`src/cbr_cycle_timer.sv`:
```
// Purpose: constants of the base load rotation block and the cycle timer
// Assumes: one 10 MHz clock, asynchronous active-low reset
// Notes:   the timer counts whole minutes from an enable pulse
package cbr_pkg;
  localparam int unsigned CLK_HZ           = 10_000_000;
  localparam int unsigned RAMP_TICKS_PER_S = 10;
  localparam int unsigned CHG_DELAY_S      = 3;
  localparam int unsigned SEC_PER_MIN      = 60;
  localparam int unsigned RAMP_MV_PER_S    = 2000;
  localparam logic [13:0] RAMP_STEP_MV     =
    14'(RAMP_MV_PER_S / RAMP_TICKS_PER_S);
  localparam logic [9:0]  CYCLE_MIN_RST    = 10'h02D;
  localparam logic [9:0]  CYCLE_NONE       = 10'h000;
  localparam logic [13:0] SPD_MIN_RST      = 14'h07D0;
  localparam logic [1:0]  DRV_EN_RST       = 2'h3;
  localparam logic [1:0]  MIN_EN_RST       = 2'h1;
  localparam logic [7:0]  REG_CTRL         = 8'h00;
  localparam logic [7:0]  REG_CYCLE        = 8'h04;
  localparam logic [7:0]  REG_SPDMIN       = 8'h08;
  localparam logic [7:0]  REG_STATUS       = 8'h0C;
  localparam logic [7:0]  REG_SHED         = 8'h10;
  localparam logic [7:0]  REG_RUNTIME0     = 8'h14;
  localparam logic [7:0]  REG_RUNTIME1     = 8'h18;
  localparam logic [7:0]  REG_RUNTIME2     = 8'h1C;
  localparam int unsigned CTRL_CIRC_LT     = 0;
  localparam int unsigned CTRL_DRV_EN      = 1;
  localparam int unsigned CTRL_SPD_MODE    = 3;
  localparam int unsigned CTRL_MIN_EN      = 4;
  localparam int unsigned CYCLE_LT_POS     = 16;
  typedef enum logic [8:0] {
    CH_IDLE      = 9'h001,
    CH_MIN       = 9'h002,
    CH_MAINS_OFF = 9'h004,
    CH_ZERO      = 9'h008,
    CH_WAIT1     = 9'h010,
    CH_WAIT2     = 9'h020,
    CH_MAINS_ON  = 9'h040,
    CH_DRV_ON    = 9'h080,
    CH_RAMP      = 9'h100
  } cbr_chg_state_type;
endpackage : cbr_pkg

`timescale 1ns/1ps
module cbr_cycle_timer
  import cbr_pkg::*;
#(
  parameter int unsigned W = 10
) (
  input  wire logic         clk,
  input  wire logic         nrst,
  input  wire logic         min_tick,
  input  wire logic         restart,
  input  wire logic [W-1:0] limit,
  output logic              expired
);
  typedef struct packed {
    logic [W-1:0] cnt;
    logic         exp;
  } cbr_tmr_type;

  cbr_tmr_type s_q;
  cbr_tmr_type s_d;

  always_comb begin
    s_d = s_q;
    if (restart) begin
      s_d.cnt = '0;
      s_d.exp = 1'b0;
    end else if (min_tick && limit != CYCLE_NONE && !s_q.exp) begin
      // a limit of none never expires
      s_d.cnt = s_q.cnt + 1'b1;
      if (s_d.cnt >= limit) begin
        s_d.exp = 1'b1;
      end
    end
  end

  always_ff @(posedge clk or negedge nrst) begin
    if (!nrst) begin
      s_q <= '0;
    end else begin
      s_q <= s_d;
    end
  end

  assign expired = s_q.exp;
endmodule : cbr_cycle_timer

```
`src/cbr_rotation.sv`:
```
// Purpose: base load rotation, drive changeover and load shedding
// Assumes: compressors 0 and 1 can sit on the speed drive, 2 is fixed
// Notes:   registers over classic Wishbone, ack one cycle after strobe
//
// The register offsets and the Wishbone register port were chosen for this implementation.
`timescale 1ns/1ps
module cbr_rotation
  import cbr_pkg::*;
#(
  parameter int unsigned NCOMP      = 3,
  parameter int unsigned SEC_CYCLES = CLK_HZ
) (
  input  wire logic             clk,
  input  wire logic             nrst,
  input  wire logic             wb_cyc_i,
  input  wire logic             wb_stb_i,
  input  wire logic             wb_we_i,
  input  wire logic [7:0]       wb_adr_i,
  input  wire logic [3:0]       wb_sel_i,
  input  wire logic [31:0]      wb_dat_i,
  output logic      [31:0]      wb_dat_o,
  output logic                  wb_ack_o,
  input  wire logic             stage_up_i,
  input  wire logic             stage_down_i,
  input  wire logic             cap_up_i,
  input  wire logic             cap_down_i,
  input  wire logic             press_rising_i,
  input  wire logic             neutral_zone_i,
  input  wire logic             shed_msg_i,
  input  wire logic [13:0]      speed_req_mv_i,
  input  wire logic [NCOMP-1:0] comp_fault_i,
  input  wire logic [1:0]       drive_relay_nv_i,
  output logic      [NCOMP-1:0] comp_on_o,
  output logic      [NCOMP-1:0] cap_on_o,
  output logic                  relay7_o,
  output logic                  relay8_o,
  output logic      [13:0]      speed_cmd_mv_o,
  output logic                  postinj_avail_o,
  output logic                  desuper_avail_o
);
  localparam int unsigned RAMP_CYCLES = SEC_CYCLES / RAMP_TICKS_PER_S;
  localparam logic [23:0] SEC_LAST    = 24'(SEC_CYCLES - 1);
  localparam logic [23:0] RAMP_LAST   = 24'(RAMP_CYCLES - 1);
  localparam logic [5:0]  MIN_LAST    = 6'(SEC_PER_MIN - 1);
  localparam logic [1:0]  WAIT_LAST   = 2'(CHG_DELAY_S - 1);

  typedef struct packed {
    logic                        ack;
    logic [31:0]                 dat;
    logic                        circ_lt;
    logic [1:0]                  drv_en;
    logic                        spd_mode;
    logic [1:0]                  min_en;
    logic [9:0]                  cyc_mt;
    logic [9:0]                  cyc_lt;
    logic [13:0]                 spd_min;
    logic [NCOMP-1:0]            on;
    logic [NCOMP-1:0]            cap;
    logic [NCOMP-1:0]            shed;
    logic [1:0]                  dsel;
    cbr_chg_state_type           st;
    logic                        both;
    logic [13:0]                 hold;
    logic [13:0]                 spd;
    logic [1:0]                  wait_s;
    logic [23:0]                 sec_cnt;
    logic [23:0]                 ramp_cnt;
    logic [5:0]                  min_cnt;
    logic                        min_tick;
    logic                        pend;
    logic                        all_off_prev;
    logic [1:0]                  init;
    logic [NCOMP-1:0]            f_s1;
    logic [NCOMP-1:0]            f_s2;
    logic [NCOMP-1:0]            f_prev;
    logic [1:0]                  nv_s1;
    logic [1:0]                  nv_s2;
    logic                        postinj;
    logic [NCOMP-1:0][31:0]      rt;
  } cbr_state_type;

  cbr_state_type s_q;
  cbr_state_type s_d;
  logic          restart;
  logic          exp_mt;
  logic          exp_lt;

  function automatic logic [1:0] pick_idx(
    input logic [NCOMP-1:0]       m,
    input logic [NCOMP-1:0][31:0] rt,
    input logic                   hi
  );
    logic [1:0]  k;
    logic [31:0] best;
    logic        found;
    k = '0;
    best = '0;
    found = 1'b0;
    for (int i = 0; i < NCOMP; i++) begin
      if (m[i] && (!found || (hi ? rt[i] > best : rt[i] < best))) begin
        k = 2'(i);
        best = rt[i];
        found = 1'b1;
      end
    end
    return k;
  endfunction : pick_idx

  function automatic logic [31:0] merge(
    input logic [31:0] old,
    input logic [31:0] d,
    input logic [3:0]  sel
  );
    logic [31:0] r;
    r = old;
    for (int b = 0; b < 4; b++) begin
      if (sel[b]) begin
        r[b*8 +: 8] = d[b*8 +: 8];
      end
    end
    return r;
  endfunction : merge

  always_comb begin
    logic              sec_tick;
    logic              ramp_tick;
    logic [NCOMP-1:0]  fault;
    logic [NCOMP-1:0]  frise;
    logic              a;
    logic              drv;
    logic [1:0]        di;
    logic [1:0]        mi;
    logic [9:0]        cyc;
    logic              expd;
    logic              cond;
    logic [NCOMP-1:0]  excl;
    logic [NCOMP-1:0]  out_m;
    logic [NCOMP-1:0]  in_m;
    logic [1:0]        oi;
    logic [1:0]        ii;
    logic [2:0]        n_en;
    logic [2:0]        floor_en;
    logic [31:0]       w;
    logic              wr;
    logic              start;
    logic [14:0]       nxt_spd;
    sec_tick = 1'b0;
    ramp_tick = 1'b0;
    s_d = s_q;
    restart = 1'b0;
    fault = s_q.f_s2;
    frise = fault & ~s_q.f_prev;
    a = s_q.circ_lt;
    drv = s_q.dsel[a];
    di = {1'b0, drv};
    mi = {1'b0, ~drv};
    cyc = a ? s_q.cyc_lt : s_q.cyc_mt;
    expd = (a ? exp_lt : exp_mt) && cyc != CYCLE_NONE;
    s_d.f_s1 = comp_fault_i;
    s_d.f_s2 = s_q.f_s1;
    s_d.f_prev = fault;
    s_d.nv_s1 = drive_relay_nv_i;
    s_d.nv_s2 = s_q.nv_s1;
    s_d.min_tick = 1'b0;
    // slow timebase: second, tenth of a second and minute enables
    if (s_q.sec_cnt == SEC_LAST) begin
      s_d.sec_cnt = '0;
      sec_tick = 1'b1;
      s_d.min_cnt = (s_q.min_cnt == MIN_LAST) ? '0 : s_q.min_cnt + 1'b1;
      s_d.min_tick = (s_q.min_cnt == MIN_LAST);
    end else begin
      s_d.sec_cnt = s_q.sec_cnt + 1'b1;
    end
    if (s_q.ramp_cnt == RAMP_LAST) begin
      s_d.ramp_cnt = '0;
      ramp_tick = 1'b1;
    end else begin
      s_d.ramp_cnt = s_q.ramp_cnt + 1'b1;
    end
    // relay state restored from retained store once inputs settle
    if (s_q.init != 2'h3) begin
      s_d.init = s_q.init + 1'b1;
      if (s_q.init == 2'h2) begin
        s_d.dsel = s_q.nv_s2;
      end
    end
    for (int i = 0; i < NCOMP; i++) begin
      if (sec_tick) begin
        s_d.rt[i] = s_q.rt[i] + {31'h0, s_q.on[i]};
      end
    end
    // register bus
    s_d.ack = wb_cyc_i && wb_stb_i && !s_q.ack;
    wr = s_d.ack && wb_we_i;
    s_d.dat = '0;
    w = '0;
    unique case (wb_adr_i)
      REG_CTRL: begin
        w = {26'h0, s_q.min_en, s_q.spd_mode, s_q.drv_en, s_q.circ_lt};
        if (wr) begin
          w = merge(w, wb_dat_i, wb_sel_i);
          s_d.circ_lt = w[CTRL_CIRC_LT];
          s_d.drv_en = w[CTRL_DRV_EN +: 2];
          s_d.spd_mode = w[CTRL_SPD_MODE];
          s_d.min_en = w[CTRL_MIN_EN +: 2];
        end
      end
      REG_CYCLE: begin
        w = {6'h0, s_q.cyc_lt, 6'h0, s_q.cyc_mt};
        if (wr) begin
          w = merge(w, wb_dat_i, wb_sel_i);
          s_d.cyc_mt = w[9:0];
          s_d.cyc_lt = w[CYCLE_LT_POS +: 10];
        end
      end
      REG_SPDMIN: begin
        w = {18'h0, s_q.spd_min};
        if (wr) begin
          w = merge(w, wb_dat_i, wb_sel_i);
          s_d.spd_min = w[13:0];
        end
      end
      REG_STATUS: begin
        w = {17'h0, fault, s_q.st != CH_IDLE, s_q.dsel, s_q.shed, s_q.cap,
             s_q.on};
      end
      REG_SHED: begin
        w = {29'h0, s_q.shed};
        if (wr && wb_sel_i[0]) begin
          s_d.shed = s_q.shed & ~wb_dat_i[NCOMP-1:0];
        end
      end
      REG_RUNTIME0: w = s_q.rt[0];
      REG_RUNTIME1: w = s_q.rt[1];
      REG_RUNTIME2: w = s_q.rt[2];
      default: w = '0;
    endcase
    if (s_d.ack && !wb_we_i) begin
      s_d.dat = w;
    end
    // load shedding
    n_en = '0;
    for (int i = 0; i < NCOMP; i++) begin
      n_en = n_en + {2'h0, ~s_q.shed[i] & ~fault[i]};
    end
    floor_en = (s_q.min_en == 2'h0) ? 3'h1 : {1'b0, s_q.min_en};
    excl = '0;
    if (s_q.spd_mode) begin
      excl[di] = 1'b1;
    end
    out_m = s_q.on & ~s_q.shed & ~excl;
    if (shed_msg_i && |out_m && n_en > floor_en) begin
      oi = pick_idx(out_m, s_q.rt, 1'b1);
      s_d.shed[oi] = 1'b1;
    end
    // ordinary run-time rotation
    cond = (|s_q.shed) ? press_rising_i
                       : (press_rising_i && neutral_zone_i);
    out_m = s_q.on & ~excl;
    in_m = ~s_q.on & ~s_q.shed & ~fault & ~excl;
    oi = pick_idx(out_m, s_q.rt, 1'b1);
    ii = pick_idx(in_m, s_q.rt, 1'b0);
    if (s_q.st == CH_IDLE && !s_q.pend && expd && cond) begin
      if (|out_m && |in_m) begin
        s_d.on[oi] = 1'b0;
        s_d.on[ii] = 1'b1;
        s_d.cap[ii] = s_q.cap[oi];
        s_d.cap[oi] = 1'b0;
      end
      s_d.pend = s_q.drv_en[a] && !(|fault[1:0]);
      restart = 1'b1;
    end else if (s_q.st == CH_IDLE && !s_q.pend) begin
      if (stage_up_i && |in_m) begin
        s_d.on[ii] = 1'b1;
      end else if (stage_down_i && |out_m) begin
        s_d.on[oi] = 1'b0;
      end
      if (cap_up_i) begin
        s_d.cap = s_q.cap | (s_q.on & ~s_q.cap & -(s_q.on & ~s_q.cap));
      end else if (cap_down_i) begin
        s_d.cap = s_q.cap & (s_q.cap - 1'b1);
      end
    end
    // drive changeover
    s_d.all_off_prev = ~|s_q.on;
    start = 1'b0;
    if (s_q.st == CH_IDLE) begin
      if (s_q.pend) begin
        s_d.pend = 1'b0;
        if (|s_q.on[1:0]) begin
          start = 1'b1;
        end else begin
          s_d.dsel[a] = ~drv;
        end
      end else if (~|s_q.on && !s_q.all_off_prev && cyc != CYCLE_NONE
                   && s_q.drv_en[a] && !(|fault[1:0])) begin
        s_d.dsel[a] = ~drv;
      end else if (frise[di] && cyc != CYCLE_NONE && s_q.drv_en[a]) begin
        start = 1'b1;
      end
    end
    nxt_spd = {1'b0, s_q.spd} + {1'b0, RAMP_STEP_MV};
    unique case (s_q.st)
      CH_IDLE: begin
        s_d.spd = speed_req_mv_i;
        if (start) begin
          s_d.hold = speed_req_mv_i;
          s_d.both = s_q.on[mi];
          s_d.st = !s_q.on[mi] ? CH_ZERO
                 : (s_q.on[di] ? CH_MIN : CH_MAINS_OFF);
        end
      end
      CH_MIN: begin
        s_d.spd = s_q.spd_min;
        if (ramp_tick) s_d.st = CH_MAINS_OFF;
      end
      CH_MAINS_OFF: begin
        s_d.on[mi] = 1'b0;
        if (ramp_tick) s_d.st = CH_ZERO;
      end
      CH_ZERO: begin
        s_d.spd = '0;
        s_d.on[di] = 1'b0;
        s_d.wait_s = '0;
        if (ramp_tick) s_d.st = CH_WAIT1;
      end
      CH_WAIT1: begin
        if (sec_tick) begin
          s_d.wait_s = s_q.wait_s + 1'b1;
          if (s_q.wait_s == WAIT_LAST) begin
            s_d.dsel[a] = ~drv;
            s_d.wait_s = '0;
            s_d.st = CH_WAIT2;
          end
        end
      end
      CH_WAIT2: begin
        if (sec_tick) begin
          s_d.wait_s = s_q.wait_s + 1'b1;
          if (s_q.wait_s == WAIT_LAST) begin
            s_d.st = s_q.both ? CH_MAINS_ON : CH_DRV_ON;
          end
        end
      end
      CH_MAINS_ON: begin
        s_d.on[mi] = 1'b1;
        if (ramp_tick) s_d.st = CH_DRV_ON;
      end
      CH_DRV_ON: begin
        s_d.on[di] = 1'b1;
        if (ramp_tick) s_d.st = CH_RAMP;
      end
      CH_RAMP: begin
        if (nxt_spd >= {1'b0, s_q.hold}) begin
          s_d.spd = s_q.hold;
          s_d.st = CH_IDLE;
          restart = 1'b1;
        end else if (ramp_tick) begin
          s_d.spd = nxt_spd[13:0];
        end
      end
      default: s_d.st = CH_IDLE;
    endcase
    if (s_q.st != CH_IDLE && |frise[1:0]) begin
      s_d.st = CH_IDLE;
      restart = 1'b1;
    end
    s_d.on = s_d.on & ~fault & ~s_d.shed;
    s_d.cap = s_d.cap & s_d.on;
    s_d.postinj = ~|s_q.drv_en;
  end

  always_ff @(posedge clk or negedge nrst) begin
    if (!nrst) begin
      s_q <= '0;
      s_q.drv_en <= DRV_EN_RST;
      s_q.min_en <= MIN_EN_RST;
      s_q.cyc_mt <= CYCLE_MIN_RST;
      s_q.cyc_lt <= CYCLE_MIN_RST;
      s_q.spd_min <= SPD_MIN_RST;
      s_q.st <= CH_IDLE;
      s_q.all_off_prev <= 1'b1;
    end else begin
      s_q <= s_d;
    end
  end

  cbr_cycle_timer #(
    .W (10)
  ) u_tmr_mt (
    .clk      (clk),
    .nrst     (nrst),
    .min_tick (s_q.min_tick),
    .restart  (restart && !s_q.circ_lt),
    .limit    (s_q.cyc_mt),
    .expired  (exp_mt)
  );

  cbr_cycle_timer #(
    .W (10)
  ) u_tmr_lt (
    .clk      (clk),
    .nrst     (nrst),
    .min_tick (s_q.min_tick),
    .restart  (restart && s_q.circ_lt),
    .limit    (s_q.cyc_lt),
    .expired  (exp_lt)
  );

  assign wb_dat_o        = s_q.dat;
  assign wb_ack_o        = s_q.ack;
  assign comp_on_o       = s_q.on;
  assign cap_on_o        = s_q.cap;
  assign relay7_o        = s_q.dsel[1];
  assign relay8_o        = s_q.dsel[0];
  assign speed_cmd_mv_o  = s_q.spd;
  assign postinj_avail_o = s_q.postinj;
  assign desuper_avail_o = s_q.postinj;
endmodule : cbr_rotation

```
`config.mk`:
```
export PLATFORM = sky130hd
export DESIGN_NAME = cbr_rotation
export DESIGN_NICKNAME = d
export VERILOG_FILES = /design/src/cbr_cycle_timer.sv /design/src/cbr_rotation.sv
export SDC_FILE = /design/constraint.sdc
export NUM_CORES = 1
export LEC_CHECK = 0
export BUFFER_PORTS_ARGS = -buffer_cell sky130_fd_sc_hd__clkbuf_2
export CAP_MARGIN = 30
export CELL_PAD_IN_SITES_DETAIL_PLACEMENT = 1
export CELL_PAD_IN_SITES_GLOBAL_PLACEMENT = 1
export CORE_ASPECT_RATIO = 0.5
export CORE_MARGIN = 10
export CORE_UTILIZATION = 40
export CTS_BUF_LIST = sky130_fd_sc_hd__clkbuf_4 sky130_fd_sc_hd__clkbuf_8
export CTS_CLUSTER_DIAMETER = 30
export CTS_CLUSTER_SIZE = 10
export DETAILED_ROUTE_END_ITERATION = 6
export PLACE_DENSITY_LB_ADDON = 0.25
export SYNTH_ARGS = -nofsm -noshare
export SYNTH_HDL_FRONTEND = slang
export SYNTH_HIERARCHICAL = 1
export SYNTH_SLANG_ARGS = --single-unit
export TNS_END_PERCENT = 100
```
`constraint.sdc`:
```
create_clock -name clk -period 6.1 [get_ports clk]
set_input_delay 1.83 -clock clk [delete_from_list [all_inputs] [get_ports clk]]
set_output_delay 1.83 -clock clk [all_outputs]
set_load 0.1 [all_outputs]
```
==> metrics.cfg <==
[worst_setup_path]
worst_setup_path_start_kind=register
slowest_delay_ps=400
crit_path_end_kind=register
critical-path-slowest-cell=sky130_fd_sc_hd__dfrtp_1
timing.setup.critical_path_class=register to register
worst-endpoint-arrival_ps=6590
timing.critical_path.fanout_max=8
r2r_setup_slack_ps=70
required_ps=6660

[layout]
final_nets=3218
fillCellCount=6674
layout_commonest_cell=sky130_fd_sc_hd__dfrtp_1
area.growth.synth_to_final_pct=22.73
leading_cell_types_in_the_layout_fill_and_taps_excluded=292 x sky130_fd_sc_hd__dfrtp_1, 258 x sky130_fd_sc_hd__nor2_1, 252 x sky130_fd_sc_hd__nand2_1, 218 x sky130_fd_sc_hd__ha_1, 206 x sky130_fd_sc_hd__buf_4
final_layout_size_suffix_gt1_frac=0.2569

[global_route]
groute.layer.met2.usage=0.3991
grt_overflow=0
grt-busiest-layer=met2
grt_pass1_wl_mm=135.4
first_global_vias=22510
grt_max_degree=98
met1_usage_in_global_routing=0.3393
grt_usage=0.2506
use_met3=0.05451
grt_antenna_before_repair=5

[timing]
final_critical_path_setup_slack_ps=68.13
rsz_0062_raised_after_global_routing=yes
tns_ps=0
period_utilization=0.9888
total_count_of_max_transition_violations_in_the_final_report=0
relSlewSlack=0.3237
fmaxAchievable_mhz=165.8
skew_ps=35.26
total_setup_violations_reported_at_the_end_of_the_flow=0
hold_viol_final=0
worstMarginPinSlew_ps=1011
fin_crit_ps=6032

[synthesis]
mean_cell_area_of_the_mapped_netlist_um2=8.832
postSynth.topFlopCell=sky130_fd_sc_hd__dfrtp_1
ys_seq_elements=314
netlist_area_um2=23190
ys.warnings.count=6
postSynth.asyncResetShare=1.000
net_count_synth=2945
synth.top_cells.by_area=sky130_fd_sc_hd__dfrtp_1 32%, sky130_fd_sc_hd__ha_1 13%, sky130_fd_sc_hd__nand2_1 4.5%
yosysUniqueCellTypes=89
synth_top_area_share=0.3183
synth_edf_count=0
synth_area_leader_cell=sky130_fd_sc_hd__dfrtp_1
syn_inst_count=2626
synth_seq_area_share=0.3398

[power_and_ir_drop]
ir_worst_vdd_v=0.0001908
total_leakage_power_nw=13.26
power.density_nw_per_um2=255.0

[die]
start_util=0.4040
die_w_um=360.5
ioPinCount=132
floorplan.rows=62
die_area_um2=68600
die_y_um=190.3
core_region_area_um2=57410

[job]
timing.max_cap.violations=0

[status]
status=finished with violations
violations_in_the_final_reports=DRC

[clock_tree]
cts_tree=built
cts_inserted_buffers=68
cts.sink_count=314
cts.htree.levels=3
clk_pin_slew_ps=80
cts-root-buf=sky130_fd_sc_hd__clkbuf_8
cts_hold_buf=0
cts.path.max_buffers=3
worstSkewPairLatency_ps=660

[route]
drc=1
vias=22130
post_drt_wl_per_cell_um=24.57
ant_nets=0
post_drt_via_cell_ratio=5.937
pre_repair_dr_iteration_count=7
route.final.wire_length_mm=91.58
initialDrtViolationCount=1911

[placed_design]
port-buffer-count=131
pre_cts_slack_ps=-296.6
detailed_place_hpwl_mm=67.53
gpl.final_weighted_congestion=0.9395

[hold_path]
worst_hold_path_type=register to register

## through the flow
stage / power, mW / hold WS, ps / instances / utilization / area [um2]
final: 7.258 / 345.4 / 3727 / 0.4959 / 28460
after global routing: 7.563 / 362.5 / 3727 / 0.4959 / 28460
after CTS: 7.090 / 348.3 / 3693 / 0.4778 / 27430
after detailed placement: 4.297 / 336.4 / 3560 / 0.4468 / 25650
after global placement: 4.246 / 335.8 / 3559 / 0.4467 / 25640
after floorplan: 3.689 / 331.2 / 2626 / - / 23220
## power breakdown
part	total, mW	switching, mW	internal (mW)
combinational	2.25	1.48	0.772
sequential	2.28	0.116	2.17
clock	2.72	1.18	1.53
total	7.26	2.78	4.47
## sequential cells by signal (all words and copies together) (netlist names)
register          count
s_d                   8
u_tmr_mt/expired      1
wb_ack_o              1
u_tmr_mt/s_q         10
u_tmr_lt/s_q         10
wb_dat_o             32
u_tmr_lt/expired      1
relay7_o              1
speed_cmd_mv_o       14
s_q                 228
desuper_avail_o       1
cap_on_o              3
comp_on_o             3
relay8_o              1
## cells in the mapped netlist (8+ instances only)
| cell | count |
|---|---|
| sky130_fd_sc_hd__nor2_1 | 267 |
| sky130_fd_sc_hd__o211ai_1 | 16 |
| sky130_fd_sc_hd__xor2_1 | 52 |
| sky130_fd_sc_hd__a211oi_1 | 13 |
| sky130_fd_sc_hd__nor2b_1 | 22 |
| sky130_fd_sc_hd__nand2b_1 | 19 |
| sky130_fd_sc_hd__inv_1 | 108 |
| sky130_fd_sc_hd__and3_1 | 35 |
| sky130_fd_sc_hd__and4_1 | 12 |
| sky130_fd_sc_hd__a221oi_1 | 26 |
| sky130_fd_sc_hd__and2_1 | 12 |
| sky130_fd_sc_hd__mux2_2 | 71 |
| sky130_fd_sc_hd__a22oi_1 | 40 |
| sky130_fd_sc_hd__nand3_1 | 92 |
| sky130_fd_sc_hd__or3_1 | 23 |
| sky130_fd_sc_hd__buf_4 | 53 |
| sky130_fd_sc_hd__a222oi_1 | 14 |
| sky130_fd_sc_hd__a31oi_1 | 20 |
| sky130_fd_sc_hd__or2_2 | 32 |
| sky130_fd_sc_hd__dfrtp_1 | 295 |
| sky130_fd_sc_hd__buf_2 | 10 |
| sky130_fd_sc_hd__buf_1 | 20 |
| sky130_fd_sc_hd__a21oi_1 | 189 |
| sky130_fd_sc_hd__nor3_1 | 32 |
| sky130_fd_sc_hd__nand4_1 | 78 |
| sky130_fd_sc_hd__o21ai_0 | 89 |
| sky130_fd_sc_hd__ha_1 | 243 |
| sky130_fd_sc_hd__a31o_2 | 8 |
| sky130_fd_sc_hd__dfstp_2 | 19 |
| sky130_fd_sc_hd__xnor2_1 | 109 |
| sky130_fd_sc_hd__mux2i_1 | 37 |
| sky130_fd_sc_hd__nor4_1 | 27 |
| sky130_fd_sc_hd__a21o_1 | 31 |
| sky130_fd_sc_hd__clkbuf_1 | 81 |
| sky130_fd_sc_hd__nand2_1 | 278 |
## what timing repair did
| item | CTS | global route |
|---|---|---|
| cloned | 2 | 6 |
| endpoints found under the hold margin | 0 | 0 |
| buffers inserted | 6 | 25 |
| resized for setup | 18 | 147 |
| pin swaps | 10 | 74 |
| setup endpoints to repair | 6 | 8 |
## path summary, 6_finish.rpt
| check | startpoint | endpoint | cells past startpoint |
|---|---|---|---|
| max | s_q[259] | cap_on_o[0] | 32 |
| max in group asynchronous | nrst | s_q[168] | 2 |
| min in group asynchronous | nrst | s_q[131] | 1 |
| min | s_d[98] | s_q[98] | 0 |
| min reg2reg | s_d[98] | s_q[98] | 0 |
| max reg2reg | s_q[259] | cap_on_o[0] | 32 |
## cells by family (layout without fill, tap and decap cells)
kind of cell               count (synthesis)  after routing  synth area share
xor gates and xnor gates                 161            161           0.06080
AOI/OAI and AO/OA                        545            545            0.1555
buffers and inverters                    275            603           0.05460
DFF                                      314            314            0.3398
other                                      0              5                 0
adders and majority gates                244            244            0.1320
and+or+nand+nor                          973            973            0.2033
muxes                                    114            114           0.05400
## per-layer routing
| layer | up-vias | share of wire |
|---|---|---|
| li1 | 10020 | - |
| met1 | 11190 | 0.44 |
| met2 | 769 | 0.45 |
| met3 | 155 | 0.076 |
| met4 | 0 | 0.032 |
| met5 | - | 0 |
## area by class of cell
class,count,area (um2),share of cell area
repair buffers,370,2801,0.09842
multi-input cells,2037,14810,0.5202
inverters,108,405.4,0.01424
clock inverters,48,553.0,0.01943
well taps,768,960.9,0.03376
diodes,5,12.51,0.0004396
flip-flops and latches,314,7890,0.2772
clock buffers,77,1035,0.03635
## critical path: cells and delay by family, from the launching register on
family | cells | cell delay, ps
compound gates | 7 | 870
fa+ha+maj | 2 | 640
buf+inv | 9 | 1460
flops | 1 | 400
mux | 1 | 130
simple gates | 13 | 2400
Note: power is estimated with default switching activity, not from simulation.
